--- src/lscsm_defines.svh ---
// offsets, field positions and reset values of the clock shift meter
// assumes a word-indexed register map: byte address is four times the index
`ifndef LSCSM_DEFINES_SVH
`define LSCSM_DEFINES_SVH
`define LSCSM_IDX_SLEEP_WAKEUP_CONFIG 8'h2d
`define LSCSM_IDX_SHIFT_MEASURE_CONFIG 8'h70
`define LSCSM_IDX_SHIFT_MEASURE_WINDOW 8'h71
`define LSCSM_IDX_SHIFT_COUNT_HIGH    8'h72
`define LSCSM_IDX_SHIFT_COUNT_LOW     8'h73
`define LSCSM_IDX_MEASURE_CONTROL     8'h74
`define LSCSM_IDX_INT_STATUS          8'h75
`define LSCSM_IDX_INT_MASK            8'h76
`define LSCSM_WAKE_SEL_BIT            2
`define LSCSM_DIV_MSB                 7
`define LSCSM_DIV_LSB                 4
`define LSCSM_WIN_MSB                 5
`define LSCSM_WIN_LSB                 0
`define LSCSM_START_BIT               0
`define LSCSM_BUSY_BIT                1
`define LSCSM_DONE_BIT                0
`define LSCSM_RST_BYTE                8'h00
`define LSCSM_RST_COUNT               16'h0000
`endif

--- src/lscsm_pkg.sv ---
// types shared by the clock shift meter
// assumes the defines header is compiled alongside
package lscsm_pkg;
  typedef enum logic [1:0] {
    LSCSM_IDLE = 2'b00,
    LSCSM_ARM  = 2'b01,
    LSCSM_RUN  = 2'b11
  } lscsm_state_t;
endpackage

--- src/lscsm_top.sv ---
// low-speed wake-up clock shift meter with avalon-mm register slave
// assumes clock is the accurate master clock; wake clocks are slow and asynchronous
//
// What this block does
// - counts fast master clock cycles over a wake clock window; count readable by host.
// - window lasts window-setting wake periods; setting is bits 5-0 of window register.
// - counted clock is master clock divided by config bits 7-4.
// - division setting zero counts the undivided master clock.
// - count split: upper byte at index 0x72, lower byte at 0x73, read-only.
// - wake clock is external input or internal rc, chosen by sleep config bit 2.
`include "lscsm_defines.svh"
`timescale 1ns/1ps
`default_nettype none
module lscsm_top #(
  parameter int CNT_W = 16,
  parameter int WIN_W = 6,
  parameter int DIV_W = 4
) (
  // clock and reset
  input  wire logic        clock,
  input  wire logic        rst_n,
  // wake-up clock sources
  input  wire logic        ext_wake_clk,
  input  wire logic        rc_wake_clk,
  // avalon-mm slave
  input  wire logic [9:0]  avs_address,
  input  wire logic        avs_read,
  input  wire logic        avs_write,
  input  wire logic [31:0] avs_writedata,
  output logic [31:0]      avs_readdata,
  output logic             avs_waitrequest,
  // interrupt
  output logic             irq
);
  generate
    if (CNT_W != 16 || WIN_W < 1 || WIN_W > 8 || DIV_W < 1 || DIV_W > 4) begin : g_bad
      $error("lscsm_top: unsupported parameter values");
    end
  endgenerate

  typedef struct packed {
    lscsm_pkg::lscsm_state_t st;
    logic [7:0]              cfg;
    logic [7:0]              win;
    logic [7:0]              swcfg;
    logic [CNT_W-1:0]        result;
    logic [CNT_W-1:0]        cnt;
    logic [WIN_W-1:0]        wcnt;
    logic [DIV_W-1:0]        divcnt;
    logic                    done;
    logic                    mask;
    logic                    ack;
    logic [7:0]              rdata;
    logic                    wk_prev;
  } lscsm_top_t;

  lscsm_top_t s_q;
  lscsm_top_t s_d;
  logic       rst_sync_n;
  logic       ext_s;
  logic       rc_s;
  logic       wk_s;
  logic       req;
  logic       wr_take;
  logic [7:0] idx;
  logic [7:0] wbyte;
  logic       wk_edge;
  logic       tick;
  logic       start;
  logic       done_evt;
  logic [WIN_W-1:0] win_len;
  logic [DIV_W-1:0] div;

  lscsm_sync u_rst_sync (
    .clock (clock),
    .rst_n (rst_n),
    .d     (1'b1),
    .q     (rst_sync_n)
  );
  lscsm_sync u_ext_sync (
    .clock (clock),
    .rst_n (rst_sync_n),
    .d     (ext_wake_clk),
    .q     (ext_s)
  );
  lscsm_sync u_rc_sync (
    .clock (clock),
    .rst_n (rst_sync_n),
    .d     (rc_wake_clk),
    .q     (rc_s)
  );

  // mux after both synchronisers so switching source never glitches a flop input
  assign wk_s    = s_q.swcfg[`LSCSM_WAKE_SEL_BIT] ? rc_s : ext_s;
  assign wk_edge = wk_s & ~s_q.wk_prev;
  assign req     = avs_read | avs_write;
  assign wr_take = avs_write & s_q.ack;
  assign idx     = avs_address[9:2];
  assign wbyte   = avs_writedata[7:0];
  assign win_len = s_q.win[`LSCSM_WIN_LSB +: WIN_W];
  assign div     = s_q.cfg[`LSCSM_DIV_MSB -: DIV_W];
  // zero setting means every master cycle counts
  assign tick    = (div == '0) || (s_q.divcnt == div - 1'b1);
  assign start   = wr_take && (idx == `LSCSM_IDX_MEASURE_CONTROL)
                   && wbyte[`LSCSM_START_BIT];

  always_comb begin
    s_d         = s_q;
    done_evt    = 1'b0;
    s_d.wk_prev = wk_s;
    s_d.ack     = req & ~s_q.ack;
    if (s_q.st == lscsm_pkg::LSCSM_RUN) begin
      if (tick) begin
        s_d.divcnt = '0;
        // saturate rather than wrap so an overlong window reads as full scale
        if (s_q.cnt != '1) begin
          s_d.cnt = s_q.cnt + 1'b1;
        end
      end else begin
        s_d.divcnt = s_q.divcnt + 1'b1;
      end
    end
    unique case (s_q.st)
      lscsm_pkg::LSCSM_IDLE: begin
      end
      lscsm_pkg::LSCSM_ARM: begin
        if (wk_edge) begin
          s_d.cnt    = '0;
          s_d.wcnt   = '0;
          s_d.divcnt = '0;
          if (win_len == '0) begin
            s_d.result = '0;
            done_evt   = 1'b1;
            s_d.st     = lscsm_pkg::LSCSM_IDLE;
          end else begin
            s_d.st = lscsm_pkg::LSCSM_RUN;
          end
        end
      end
      lscsm_pkg::LSCSM_RUN: begin
        if (wk_edge) begin
          s_d.wcnt = s_q.wcnt + 1'b1;
          if (s_q.wcnt + 1'b1 == win_len) begin
            s_d.result = s_q.cnt;
            done_evt   = 1'b1;
            s_d.st     = lscsm_pkg::LSCSM_IDLE;
          end
        end
      end
      default: begin
        s_d.st = lscsm_pkg::LSCSM_IDLE;
      end
    endcase
    if (start) begin
      s_d.st = lscsm_pkg::LSCSM_ARM;
    end
    // read data captured in the wait cycle, stands while waitrequest is low
    if (req && !s_q.ack) begin
      unique case (idx)
        `LSCSM_IDX_SLEEP_WAKEUP_CONFIG:  s_d.rdata = s_q.swcfg;
        `LSCSM_IDX_SHIFT_MEASURE_CONFIG: s_d.rdata = s_q.cfg;
        `LSCSM_IDX_SHIFT_MEASURE_WINDOW: s_d.rdata = s_q.win;
        `LSCSM_IDX_SHIFT_COUNT_HIGH:     s_d.rdata = s_q.result[15:8];
        `LSCSM_IDX_SHIFT_COUNT_LOW:      s_d.rdata = s_q.result[7:0];
        `LSCSM_IDX_MEASURE_CONTROL:
          s_d.rdata = {6'h00, (s_q.st != lscsm_pkg::LSCSM_IDLE), 1'b0};
        `LSCSM_IDX_INT_STATUS:           s_d.rdata = {7'h00, s_q.done};
        `LSCSM_IDX_INT_MASK:             s_d.rdata = {7'h00, s_q.mask};
        default:                         s_d.rdata = 8'h00;
      endcase
    end
    if (wr_take) begin
      unique case (idx)
        `LSCSM_IDX_SLEEP_WAKEUP_CONFIG:  s_d.swcfg = wbyte;
        `LSCSM_IDX_SHIFT_MEASURE_CONFIG: s_d.cfg   = wbyte;
        `LSCSM_IDX_SHIFT_MEASURE_WINDOW: s_d.win   = wbyte;
        `LSCSM_IDX_INT_MASK:             s_d.mask  = wbyte[`LSCSM_DONE_BIT];
        `LSCSM_IDX_INT_STATUS: begin
          if (wbyte[`LSCSM_DONE_BIT]) begin
            s_d.done = 1'b0;
          end
        end
        default: begin
        end
      endcase
    end
    // a completion in the clearing cycle still sets the flag
    if (done_evt) begin
      s_d.done = 1'b1;
    end
  end

  always_ff @(posedge clock or negedge rst_sync_n) begin
    if (!rst_sync_n) begin
      s_q <= '{st: lscsm_pkg::LSCSM_IDLE, cfg: `LSCSM_RST_BYTE, win: `LSCSM_RST_BYTE,
               swcfg: `LSCSM_RST_BYTE, result: `LSCSM_RST_COUNT, cnt: '0, wcnt: '0,
               divcnt: '0, done: 1'b0, mask: 1'b0, ack: 1'b0, rdata: 8'h00,
               wk_prev: 1'b0};
    end else begin
      s_q <= s_d;
    end
  end

  assign avs_readdata    = {24'h000000, s_q.rdata};
  assign avs_waitrequest = req & ~s_q.ack;
  assign irq             = s_q.done & s_q.mask;
endmodule // lscsm_top
`default_nettype wire

--- src/lscsm_sync.sv ---
// two flip-flop synchroniser, also used as reset release with d tied high
// assumes d comes from outside the clock domain
`timescale 1ns/1ps
`default_nettype none
module lscsm_sync (
  // clock and reset
  input  wire logic clock,
  input  wire logic rst_n,
  // data
  input  wire logic d,
  output logic      q
);
  typedef struct packed {
    logic stage1;
    logic stage2;
  } lscsm_sync_t;
  lscsm_sync_t s_q;
  lscsm_sync_t s_d;
  always_comb begin
    s_d.stage1 = d;
    s_d.stage2 = s_q.stage1;
  end
  always_ff @(posedge clock or negedge rst_n) begin
    if (!rst_n) begin
      s_q <= '0;
    end else begin
      s_q <= s_d;
    end
  end
  assign q = s_q.stage2;
endmodule // lscsm_sync
`default_nettype wire

--- config.mk ---
export PLATFORM = sky130hd
export DESIGN_NAME = lscsm_top
export DESIGN_NICKNAME = d
export VERILOG_FILES = /design/src/lscsm_pkg.sv /design/src/lscsm_top.sv /design/src/lscsm_sync.sv
export VERILOG_INCLUDE_DIRS = /design/src
export SDC_FILE = /design/constraint.sdc
export NUM_CORES = 1
export LEC_CHECK = 0
export BUFFER_PORTS_ARGS = -buffer_cell sky130_fd_sc_hd__buf_2
export CAP_MARGIN = 0
export CORE_MARGIN = 2
export CORE_UTILIZATION = 52
export CTS_BUF_LIST = sky130_fd_sc_hd__clkbuf_8
export DETAILED_ROUTE_END_ITERATION = 10
export PLACE_DENSITY = 0.77
export SETUP_SLACK_MARGIN = 0.02
export SYNTH_ARGS = -nofsm -noshare
export SYNTH_HDL_FRONTEND = slang
export SYNTH_HIERARCHICAL = 1
export SYNTH_SLANG_ARGS = --single-unit
--- constraint.sdc ---
create_clock -name clock -period 2.7 [get_ports clock]
set_clock_uncertainty 0.15 [all_clocks]
set_input_delay 0.54 -clock clock [delete_from_list [all_inputs] [get_ports clock]]
set_output_delay 0.54 -clock clock [all_outputs]
set_load 0.05 [all_outputs]
==> impl_metrics.csv, run 1 <==
group,metric,value,unit
sta,worstMarginPinSlew,0.910,ns
floorplanning,rows,34,
global_route,grt_pass1_vias,3173,
min_path,hold_depth,1,
synthesis,ys_ff_latch,86,
final_layout,multi_input_area,2120,sq um
critical_path,crit_required,2.83,ns
power,leakage,2.31,nW
critical_path,crit_path_end_kind,"flop",
critical_path,reg2reg_depth,8,
status,status,"complete, no violations",
cts,cts_tree,"yes",
synthesis,avgSynthCellArea,11.2,sq um
placed_design,place_hpwl,6840,um
floorplanning,ios,82,
final_layout,drive_gt1_share,25.1,%
synthesis,synthCells,404,
critical_path,path_cells,"inv_1 > ha_1 > xor2_1 > xnor2_1 > a32oi_4 > nor4_4 > and4_1 > mux2i_1",
critical_path,slowest_stage,"dfrtp_1",
global_route,grt_pass1_wl,15800,um
power,ir_worst_vdd,0.319,mV
sta,slew_headroom,39.1,%
critical_path,critical-path-max-stage-delay,0.42,ns
global_route,grt_use_met1,27.9,%
min_path,hold_start,"ext_wake_clk",
sta,whs,0.140,ns
placed_design,port_buffers,31,
min_path,min_path_type,"input pin to flop",
final_layout,antenna_cells,0,
global_route,grtUsageTotal,20.8,%
critical_path,cp-start-kind,"flop",
global_route,antenna_found_initial,0,
global_route,use_met2,33.8,%
routing,vias,3215,
cts,clock-root-buffer,"clkbuf_8",
placed_design,routabilityCongestion,0.933,
min_path,hold_path_end,"u_ext_sync/s_d[0]",
critical_path,critPathKind,"flop to flop",
critical_path,r2r-end,"s_q[33]",
power,p_per_area,626,nW/um^2
critical_path,crit_family,"simple AND/OR/NAND/NOR gates",
synthesis,ys.flop_type,"dfrtp_1",
cts,clk_latency,0.35,ns
sta,setup_tns,0,ns
cts,post_cts_resized,0,
routing,first_pass_iters,4,
final_layout,fill_cells,722,
critical_path,r2r_slack,0.31,ns
floorplanning,die-area,9480,sq um
sta,max_freq,419,MHz
synthesis,yosysWarnings,6,
floorplanning,die_h,97.4,um
global_route,grt_max_degree,48,
cts,path_clk_slew,0.09,ns
synthesis,yosysSeqAreaShare,47.5,%
sta,finalMaxSlewViolations,0,
cts,numCtsBuffers,9,
routing,antenna_left,0,
final_layout,regArea,2160,sq um
floorplanning,start_util,52.7,%
sta,setup_viol,0,
sta,rsz0062_at_grt,"false",
synthesis,ys_async_sr_fraction,100,%
sta,hold_violations,0,
critical_path,worstPathArrival,2.52,ns
flow_run,max-cap-violations,0,
critical_path,reg2reg_from,"div[1]",
sta,fin_crit,2.39,ns
cts,clockBufferDepth,2,
global_route,met3_usage,4.32,%
critical_path,crit_fanout,10,
routing,postRouteWirelength,9240,um
synthesis,syn-cell-area,4530,sq um
synthesis,ys_types,62,
routing,drt_iter0_drc,223,
synthesis,synth_edf_count,0,
global_route,overflow,0,
cts,cts.htree.levels,3,
final_layout,syn_to_final_growth,8.28,%
routing,post_drt_wl_per_cell,16.8,um
floorplanning,core_area,8590,sq um
routing,drc,0,
critical_path,path_buf_inv,1,
global_route,top_usage_layer,"met2",
cts,cts_num_sinks,86,
floorplanning,die_x,97.4,um
final_layout,layout.nets,491,
sta,fin_crit_sh,88.4,%
routing,drt-vias-per-instance,5.83,
## placed cells by master, fill, tap and decap left out, types with 3 or more instances in the layout
cell type	synthesis	routed
mux2_2	27	27
dfrtp_1	86	85
ha_1	5	5
a22oi_1	9	9
nand4_1	4	4
a31oi_1	3	3
conb_1	2	25
buf_4	35	15
a221o_1	6	6
a211oi_1	3	3
a21oi_1	3	3
xnor2_1	16	16
and4_1	4	4
o21ai_0	9	9
and3_1	3	3
nand2b_1	5	5
buf_2	6	31
xor2_1	8	8
nor3_1	9	9
clkinv_2	0	3
clkbuf_8	0	9
nand2_1	31	31
nor4_1	5	5
mux2i_1	7	7
inv_1	7	7
o2bb2ai_1	7	7
a22o_1	23	23
nor2_1	20	20
nand3_1	16	16
## registers in the layout, summed over array words and instances, names as in the netlist
| register | cells |
|---|---|
| u_rc_sync/s_d | 1 |
| s_q | 68 |
| u_ext_sync/q | 1 |
| u_ext_sync/s_d | 1 |
| u_rc_sync/q | 1 |
| avs_readdata | 8 |
| u_rst_sync/s_d | 1 |
| u_rst_sync/q | 1 |
| div | 4 |
## metrics by stage
step / utilization (%) / total power [mW] / cells / worst slack, ns / cell area (sq um)
floorplan: - / 2.08 / 427 / 0.374 / 4620
global placement: 54.7 / 2.17 / 534 / 0.290 / 4700
detailed placement: 54.7 / 2.20 / 534 / 0.260 / 4700
CTS: 57.1 / 3.09 / 551 / 0.273 / 4910
global route: 57.1 / 3.24 / 551 / 0.134 / 4910
finish: 57.1 / 3.07 / 551 / 0.312 / 4910
## layer usage
metal	wire, um	vias up
met4	132	0
met5	0	-
li1	-	1491
met2	4390	117
met3	548	13
met1	4170	1594
## report_power, final
| group | internal (mW) | switching (mW) |
|---|---|---|
| Sequential | 1.42 | 0.178 |
| Clock | 0.431 | 0.463 |
| Combinational | 0.248 | 0.335 |
| Total | 2.10 | 0.977 |
## cell usage after synthesis (2+ instances only)
cell       count  area, sq um
o21bai_1       2         15.0
nor4_4         2         42.5
nand2b_1       5         31.3
ha_1           5         62.6
nor4_1         5         31.3
and3_1         3         18.8
nor3_2         2         20.0
xnor2_1       16          140
nor3_1         9         45.0
buf_4         35          263
conb_1         2         7.51
a22o_1        23          201
mux2_2        27          304
nor2b_4        2         27.5
a211oi_1       3         22.5
clkbuf_1       4         15.0
a31oi_1        3         18.8
and4_1         4         35.0
a22oi_1        9         67.6
nor2_4         2         22.5
nand4_1        4         25.0
a21oi_1        3         15.0
nand3b_1       2         15.0
xor2_1         8         70.1
o2bb2ai_1      7         61.3
nor2_1        20         75.1
mux2i_1        7         70.1
nor2b_1        2         12.5
o21ai_0        9         45.0
a221o_1        6         60.1
dfrtp_1       86         2150
buf_2          6         30.0
nand3_1       16         80.1
nand2_1       31          116
inv_1          7         26.3
## layout make-up
class | count | share of cell area (%)
inverters | 7 | 0.535
repair buffers | 47 | 5.66
clock buffers | 9 | 2.52
multi-input cells | 287 | 43.1
well taps | 108 | 2.75
clock inverters | 7 | 1.45
flip-flops and latches | 86 | 43.9
## what timing repair did
action                    4_1_cts  5_1_grt
hold buffers                    1        0
setup buffers                   0        0
hold endpoints to repair        2        0
## how the worst max path moves through the flow
stage | startpoint | cells after the start | to | slack, ns
6_report | div[1] | 8 | s_q[33] | 0.31
5_1_grt | div[1] | 8 | s_q[33] | 0.13
4_1_cts | div[1] | 8 | s_q[33] | 0.27
3_5_place_dp | avs_address[9] | 8 | s_q[73] | 0.26
3_3_place_gp | avs_address[2] | 6 | s_q[57] | 0.29
2_1_floorplan | avs_address[7] | 7 | div[0] | 0.37
## kinds of logic after synthesis
logic type | after synthesis | share of synthesized area, %
simple gates | 124 | 16.8
flops | 86 | 47.5
compound gates | 75 | 13.5
buf+inv | 54 | 7.70
mux | 34 | 8.26
xor+xnor | 24 | 4.64
fa+ha+maj | 5 | 1.38
other cells | 2 | 0.166
No activity file was read; power rests on OpenSTA's default activity.
==> run 2: changes to the inputs <==
--- a/config.mk
+++ b/config.mk
@@ -6,13 +6,14 @@
 export SDC_FILE = /design/constraint.sdc
 export NUM_CORES = 1
 export LEC_CHECK = 0
-export BUFFER_PORTS_ARGS = -buffer_cell sky130_fd_sc_hd__buf_2
 export CAP_MARGIN = 0
 export CORE_MARGIN = 2
-export CORE_UTILIZATION = 52
+export CORE_UTILIZATION = 55
 export CTS_BUF_LIST = sky130_fd_sc_hd__clkbuf_8
 export DETAILED_ROUTE_END_ITERATION = 10
-export PLACE_DENSITY = 0.77
+export DONT_BUFFER_PORTS = 1
+export GPL_TIMING_DRIVEN = 1
+export PLACE_DENSITY = 0.72
 export SETUP_SLACK_MARGIN = 0.02
 export SYNTH_ARGS = -nofsm -noshare
 export SYNTH_HDL_FRONTEND = slang
==> impl_metrics.csv, run 2 (synthesis gave the netlist of run 1 again) <==
group,metric,value,unit
cts,cts_tree,"yes",
critical_path,cp-start-kind,"flop",
cts,clk_latency,0.35,ns
min_path,min_path_type,"input pin to flop",
cts,post_cts_resized,0,
global_route,grt_max_degree,46,
critical_path,path_cells,"inv_1 > ha_1 > xor2_1 > xnor2_1 > a32oi_4 > nor4_2 > nor2b_1 > o32ai_1",
routing,antenna_left,0,
final_layout,stdcell_area,4710,sq um
cts,cts_num_sinks,86,
power,ir_worst_vdd,0.307,mV
routing,drt-vias-per-instance,5.95,
final_layout,regMostFlops,"s_q",
floorplanning,core_area,8090,sq um
critical_path,path_buf_inv,1,
sta,rsz0062_at_grt,"false",
sta,worstMarginPinSlew,0.930,ns
critical_path,crit_start,"div[0]",
min_path,hold_start,"ext_wake_clk",
critical_path,slowest_stage,"nor4_2",
final_layout,drive_gt1_share,18.5,%
global_route,grtUsageTotal,21.5,%
critical_path,reg2reg_from,"div[0]",
flow_run,max-cap-violations,0,
floorplanning,die_h,94.8,um
floorplanning,die-area,8980,sq um
placed_design,pre_cts_ws,0.252,ns
floorplanning,rows,33,
routing,postRouteWirelength,8980,um
final_layout,antenna_cells,0,
sta,fin_crit,2.47,ns
routing,first_pass_iters,5,
final_layout,mostFrequentLayoutCell,"dfrtp_1",
placed_design,routabilityCongestion,0.951,
sta,setup_tns,0,ns
global_route,overflow,0,
final_layout,syn_to_final_growth,3.98,%
final_layout,layout.nets,459,
sta,fin_crit_sh,91.5,%
floorplanning,ios,82,
cts,path_clk_slew,0.08,ns
sta,finalMaxSlewViolations,0,
critical_path,crit_fanout,10,
routing,drc,0,
floorplanning,die_x,94.8,um
power,leakage,2.15,nW
global_route,antenna_found_initial,0,
final_layout,final_cell_mix,"85 x dfrtp_1, 31 x nand2_1, 27 x mux2_2, 25 x conb_1, 23 x a22o_1",
critical_path,crit_path_end_kind,"flop",
sta,hold_violations,0,
global_route,grt_pass1_wl,14900,um
cts,numCtsBuffers,9,
power,p_per_area,619,nW/um^2
routing,drt_iter0_drc,155,
placed_design,port_buffers,0,
cts,clock-root-buffer,"clkbuf_8",
sta,max_freq,405,MHz
critical_path,worstPathArrival,2.50,ns
final_layout,largest_reg_flops,68,
critical_path,crit_family,"simple AND/OR/NAND/NOR gates",
floorplanning,start_util,56.0,%
critical_path,critPathKind,"flop to flop",
routing,post_drt_wl_per_cell,17.4,um
cts,post-cts-setup-buffers,0,
global_route,grt_pass1_vias,2941,
sta,fin_ws,0.229,ns
placed_design,place_hpwl,6720,um
cts,cts.htree.levels,3,
sta,slew_headroom,37.8,%
placed_design,dpl_cell_area,4540,sq um
routing,vias,3063,
sta,setup_viol,0,
cts,clockBufferDepth,2,
critical_path,crit_required,2.73,ns
critical_path,critical-path-max-stage-delay,0.47,ns
status,status,"complete, no violations",
## run 2: stage by stage
stage | cells | util, % | hold slack [ns] | power, mW
after CTS | 515 | 58.2 | 0.0551 | 2.94
after global routing | 515 | 58.2 | 0.0396 | 3.10
after detailed placement | 499 | 56.0 | 0.0945 | 2.16
after floorplan | 427 | - | 0.0944 | 2.08
final | 515 | 58.2 | 0.0718 | 2.92
after global placement | 499 | 56.0 | 0.0945 | 2.14
## run 2: where the power goes
part	switching, mW	internal (mW)
clock	0.426	0.348
combinational	0.315	0.237
sequential	0.173	1.42
## run 2: layer usage
metal,global-route usage [%],part of all wire (%)
met3,6.15,5.3
met5,0,0
met2,33.7,48
met1,28.7,45
met4,7.37,1.5
## run 2: path summary, 6_finish.rpt
path                                     end  slack [ns]  cells past startpoint
hold reg to reg            u_ext_sync/s_d[0]        0.18                      0
hold / removal             u_ext_sync/s_d[0]        0.07                      0
max in group asynchronous            s_q[57]        1.52                      1
setup / recovery                     s_q[37]        0.23                      8
min in group asynchronous  u_ext_sync/s_d[0]        0.18                      0
setup reg to reg                     s_q[37]        0.23                      8
## run 2: area by class of cell
class / instances / area, sq um
flip-flops and latches: 86 / 2160
inverters: 7 / 26.3
clock inverters: 5 / 28.8
repair buffers: 15 / 115
fillers: 670 / 3380
clock buffers: 10 / 138
well taps: 105 / 131
multi-input cells: 287 / 2120
## run 2: repair_timing
action | 4_1_cts | 5_1_grt
endpoints found under the setup margin | 0 | 1
endpoints found under the hold margin | 2 | 0
hold buffers | 1 | 0
==> run 3: changes to the inputs <==
--- a/config.mk
+++ b/config.mk
@@ -8,12 +8,12 @@
 export LEC_CHECK = 0
 export CAP_MARGIN = 0
 export CORE_MARGIN = 2
-export CORE_UTILIZATION = 55
+export CORE_UTILIZATION = 37
 export CTS_BUF_LIST = sky130_fd_sc_hd__clkbuf_8
 export DETAILED_ROUTE_END_ITERATION = 10
 export DONT_BUFFER_PORTS = 1
 export GPL_TIMING_DRIVEN = 1
-export PLACE_DENSITY = 0.72
+export PLACE_DENSITY = 0.55
 export SETUP_SLACK_MARGIN = 0.02
 export SYNTH_ARGS = -nofsm -noshare
 export SYNTH_HDL_FRONTEND = slang
==> constraint.sdc (replaced) <==
create_clock -name clock -period 2.05 [get_ports clock]
set_clock_uncertainty 0.15 [all_clocks]
set_input_delay 0.41 -clock clock [delete_from_list [all_inputs] [get_ports clock]]
set_output_delay 0.41 -clock clock [all_outputs]
set_load 0.05 [all_outputs]
==> impl_metrics.csv, run 3 (synthesis gave the netlist of run 1 again) <==
group,metric,value,unit
status,status,"finished with violations",
status,violations,"negative setup slack",
critical_path,critPathKind,"flop to flop",
sta,fin_crit,2.26,ns
floorplanning,ios,82,
critical_path,reg2reg_from,"div[0]",
power,ir_worst_vdd,0.351,mV
critical_path,crit_path_end_kind,"flop",
critical_path,slowest_stage,"dfrtp_1",
min_path,hold_start,"avs_writedata[6]",
placed_design,place_hpwl,8040,um
sta,setup_viol,34,
global_route,overflow,0,
min_path,hold_path_end,"s_q[60]",
cts,cts_tree,"yes",
power,p_per_area,791,nW/um^2
power,leakage,2.62,nW
routing,first_pass_iters,4,
sta,finalMaxSlewViolations,0,
critical_path,path_cells,"inv_2 > ha_4 > xnor2_2 > nor2_2 > a32oi_4 > buf_12 > nor3_4 > mux2i_1 > nor2_1",
min_path,hold_depth,1,
sta,setup_tns,-3.09,ns
critical_path,r2r-end,"s_q[23]",
sta,max_freq,442,MHz
final_layout,regMostFlops,"s_q",
sta,hold_violations,0,
critical_path,path_buf_inv,2,
sta,fin_ws,-0.213,ns
cts,clk_latency,0.37,ns
critical_path,cp-start-kind,"flop",
cts,path_clk_slew,0.09,ns
floorplanning,start_util,37.9,%
global_route,grtUsageTotal,18.5,%
floorplanning,rows,40,
floorplanning,core_area,12000,sq um
cts,cts.htree.levels,3,
cts,numCtsBuffers,9,
critical_path,critical-path-max-stage-delay,0.40,ns
final_layout,fill_cells,1092,
flow_run,max-cap-violations,0,
sta,fin_crit_sh,110,%
placed_design,port_buffers,0,
final_layout,largest_reg_flops,68,
min_path,min_path_type,"input pin to flop",
routing,drt_iter0_drc,193,
critical_path,worstPathArrival,2.35,ns
final_layout,regArea,2160,sq um
placed_design,routabilityCongestion,0.792,
final_layout,antenna_cells,0,
global_route,grt_pass1_wl,18300,um
floorplanning,die-area,13100,sq um
global_route,grt_max_degree,44,
critical_path,crit_family,"simple AND/OR/NAND/NOR gates",
final_layout,stdcell_area,5730,sq um
final_layout,multi_input_area,2410,sq um
cts,cts_num_sinks,86,
sta,slew_headroom,56.0,%
floorplanning,die_x,115,um
critical_path,r2r_slack,-0.21,ns
floorplanning,die_h,115,um
placed_design,dpl_cell_area,5110,sq um
routing,drc,0,
cts,clockBufferDepth,2,
routing,antenna_left,0,
final_layout,layout.nets,530,
routing,vias,3314,
final_layout,drive_gt1_share,36.5,%
sta,worstMarginPinSlew,0.660,ns
routing,drt-vias-per-instance,5.27,
routing,post_drt_wl_per_cell,18.3,um
critical_path,crit_fanout,4,
sta,rsz0062_at_grt,"true",
global_route,antenna_found_initial,0,
critical_path,reg2reg_depth,9,
global_route,grt_pass1_vias,3347,
routing,postRouteWirelength,11500,um
final_layout,mostFrequentLayoutCell,"dfrtp_1",
final_layout,final_cell_mix,"85 x dfrtp_1, 72 x buf_4, 29 x nand2_1, 26 x mux2_2, 25 x conb_1",
critical_path,crit_required,2.14,ns
cts,clock-root-buffer,"clkbuf_8",
final_layout,syn_to_final_growth,26.4,%
[run 3: changes by cell type in the layout (fill, tap and decap cells not counted), moves of 4 or more]
cell     change
buf_4       +58
buf_12       +5
nor2_1       -4
nor4_4       +5
nor4_1       -4
xnor2_2      +5
xnor2_1      -5
inv_1        -4
[run 3: routing by layer]
layer / wire [um] / global-route usage, %
met5: 0 / 0
met4: 76 / 4.63
met3: 473 / 5.29
met2: 5580 / 29.4
met1: 5370 / 25.0
[run 3: cell type report]
cell class	count	area share (%)
multi-input cells	288	42.0
clock inverters	5	1.14
clock buffers	11	2.64
inverters	7	0.459
well taps	147	3.21
repair buffers	85	12.9
flip-flops and latches	86	37.6
[run 3: worst max-delay path by stage]
| stage | cells past startpoint | slack, ns | endpoint | start |
|---|---|---|---|---|
| after detailed placement | 9 | -0.25 | s_q[25] | div[1] |
| after floorplan | 7 | -0.13 | div[0] | avs_address[7] |
| after global placement | 9 | -0.22 | s_q[25] | div[1] |
| after global routing | 9 | -0.30 | s_q[23] | div[0] |
| final | 9 | -0.21 | s_q[23] | div[0] |
| after CTS | 9 | -0.19 | s_q[23] | div[1] |
[run 3: timing repair]
item	CTS	global route
hold buffers	4	0
gates resized for setup	25	13
hold endpoints to repair	5	0
setup buffers	5	7
cloned	2	0
setup endpoints to repair	35	36
pin swaps	17	21
[run 3: through the flow]
stage	utilization (%)	power, mW	std cells	hold slack, ns	setup slack (ns)
6_report	47.9	4.53	629	0.0307	-0.213
5_1_grt	47.9	4.78	629	0.00162	-0.300
4_1_cts	46.8	4.51	622	0.00886	-0.194
3_5_place_dp	42.7	3.12	595	-0.0355	-0.254
3_3_place_gp	42.7	3.09	595	-0.0355	-0.217
2_1_floorplan	-	2.78	427	-0.0356	-0.129
[run 3: report_power, final]
| part | total (mW) | internal (mW) | switching (mW) |
|---|---|---|---|
| combinational | 1.22 | 0.583 | 0.634 |
| sequential | 2.03 | 1.87 | 0.159 |
| clock | 1.29 | 0.641 | 0.648 |
| total | 4.53 | 3.09 | 1.44 |
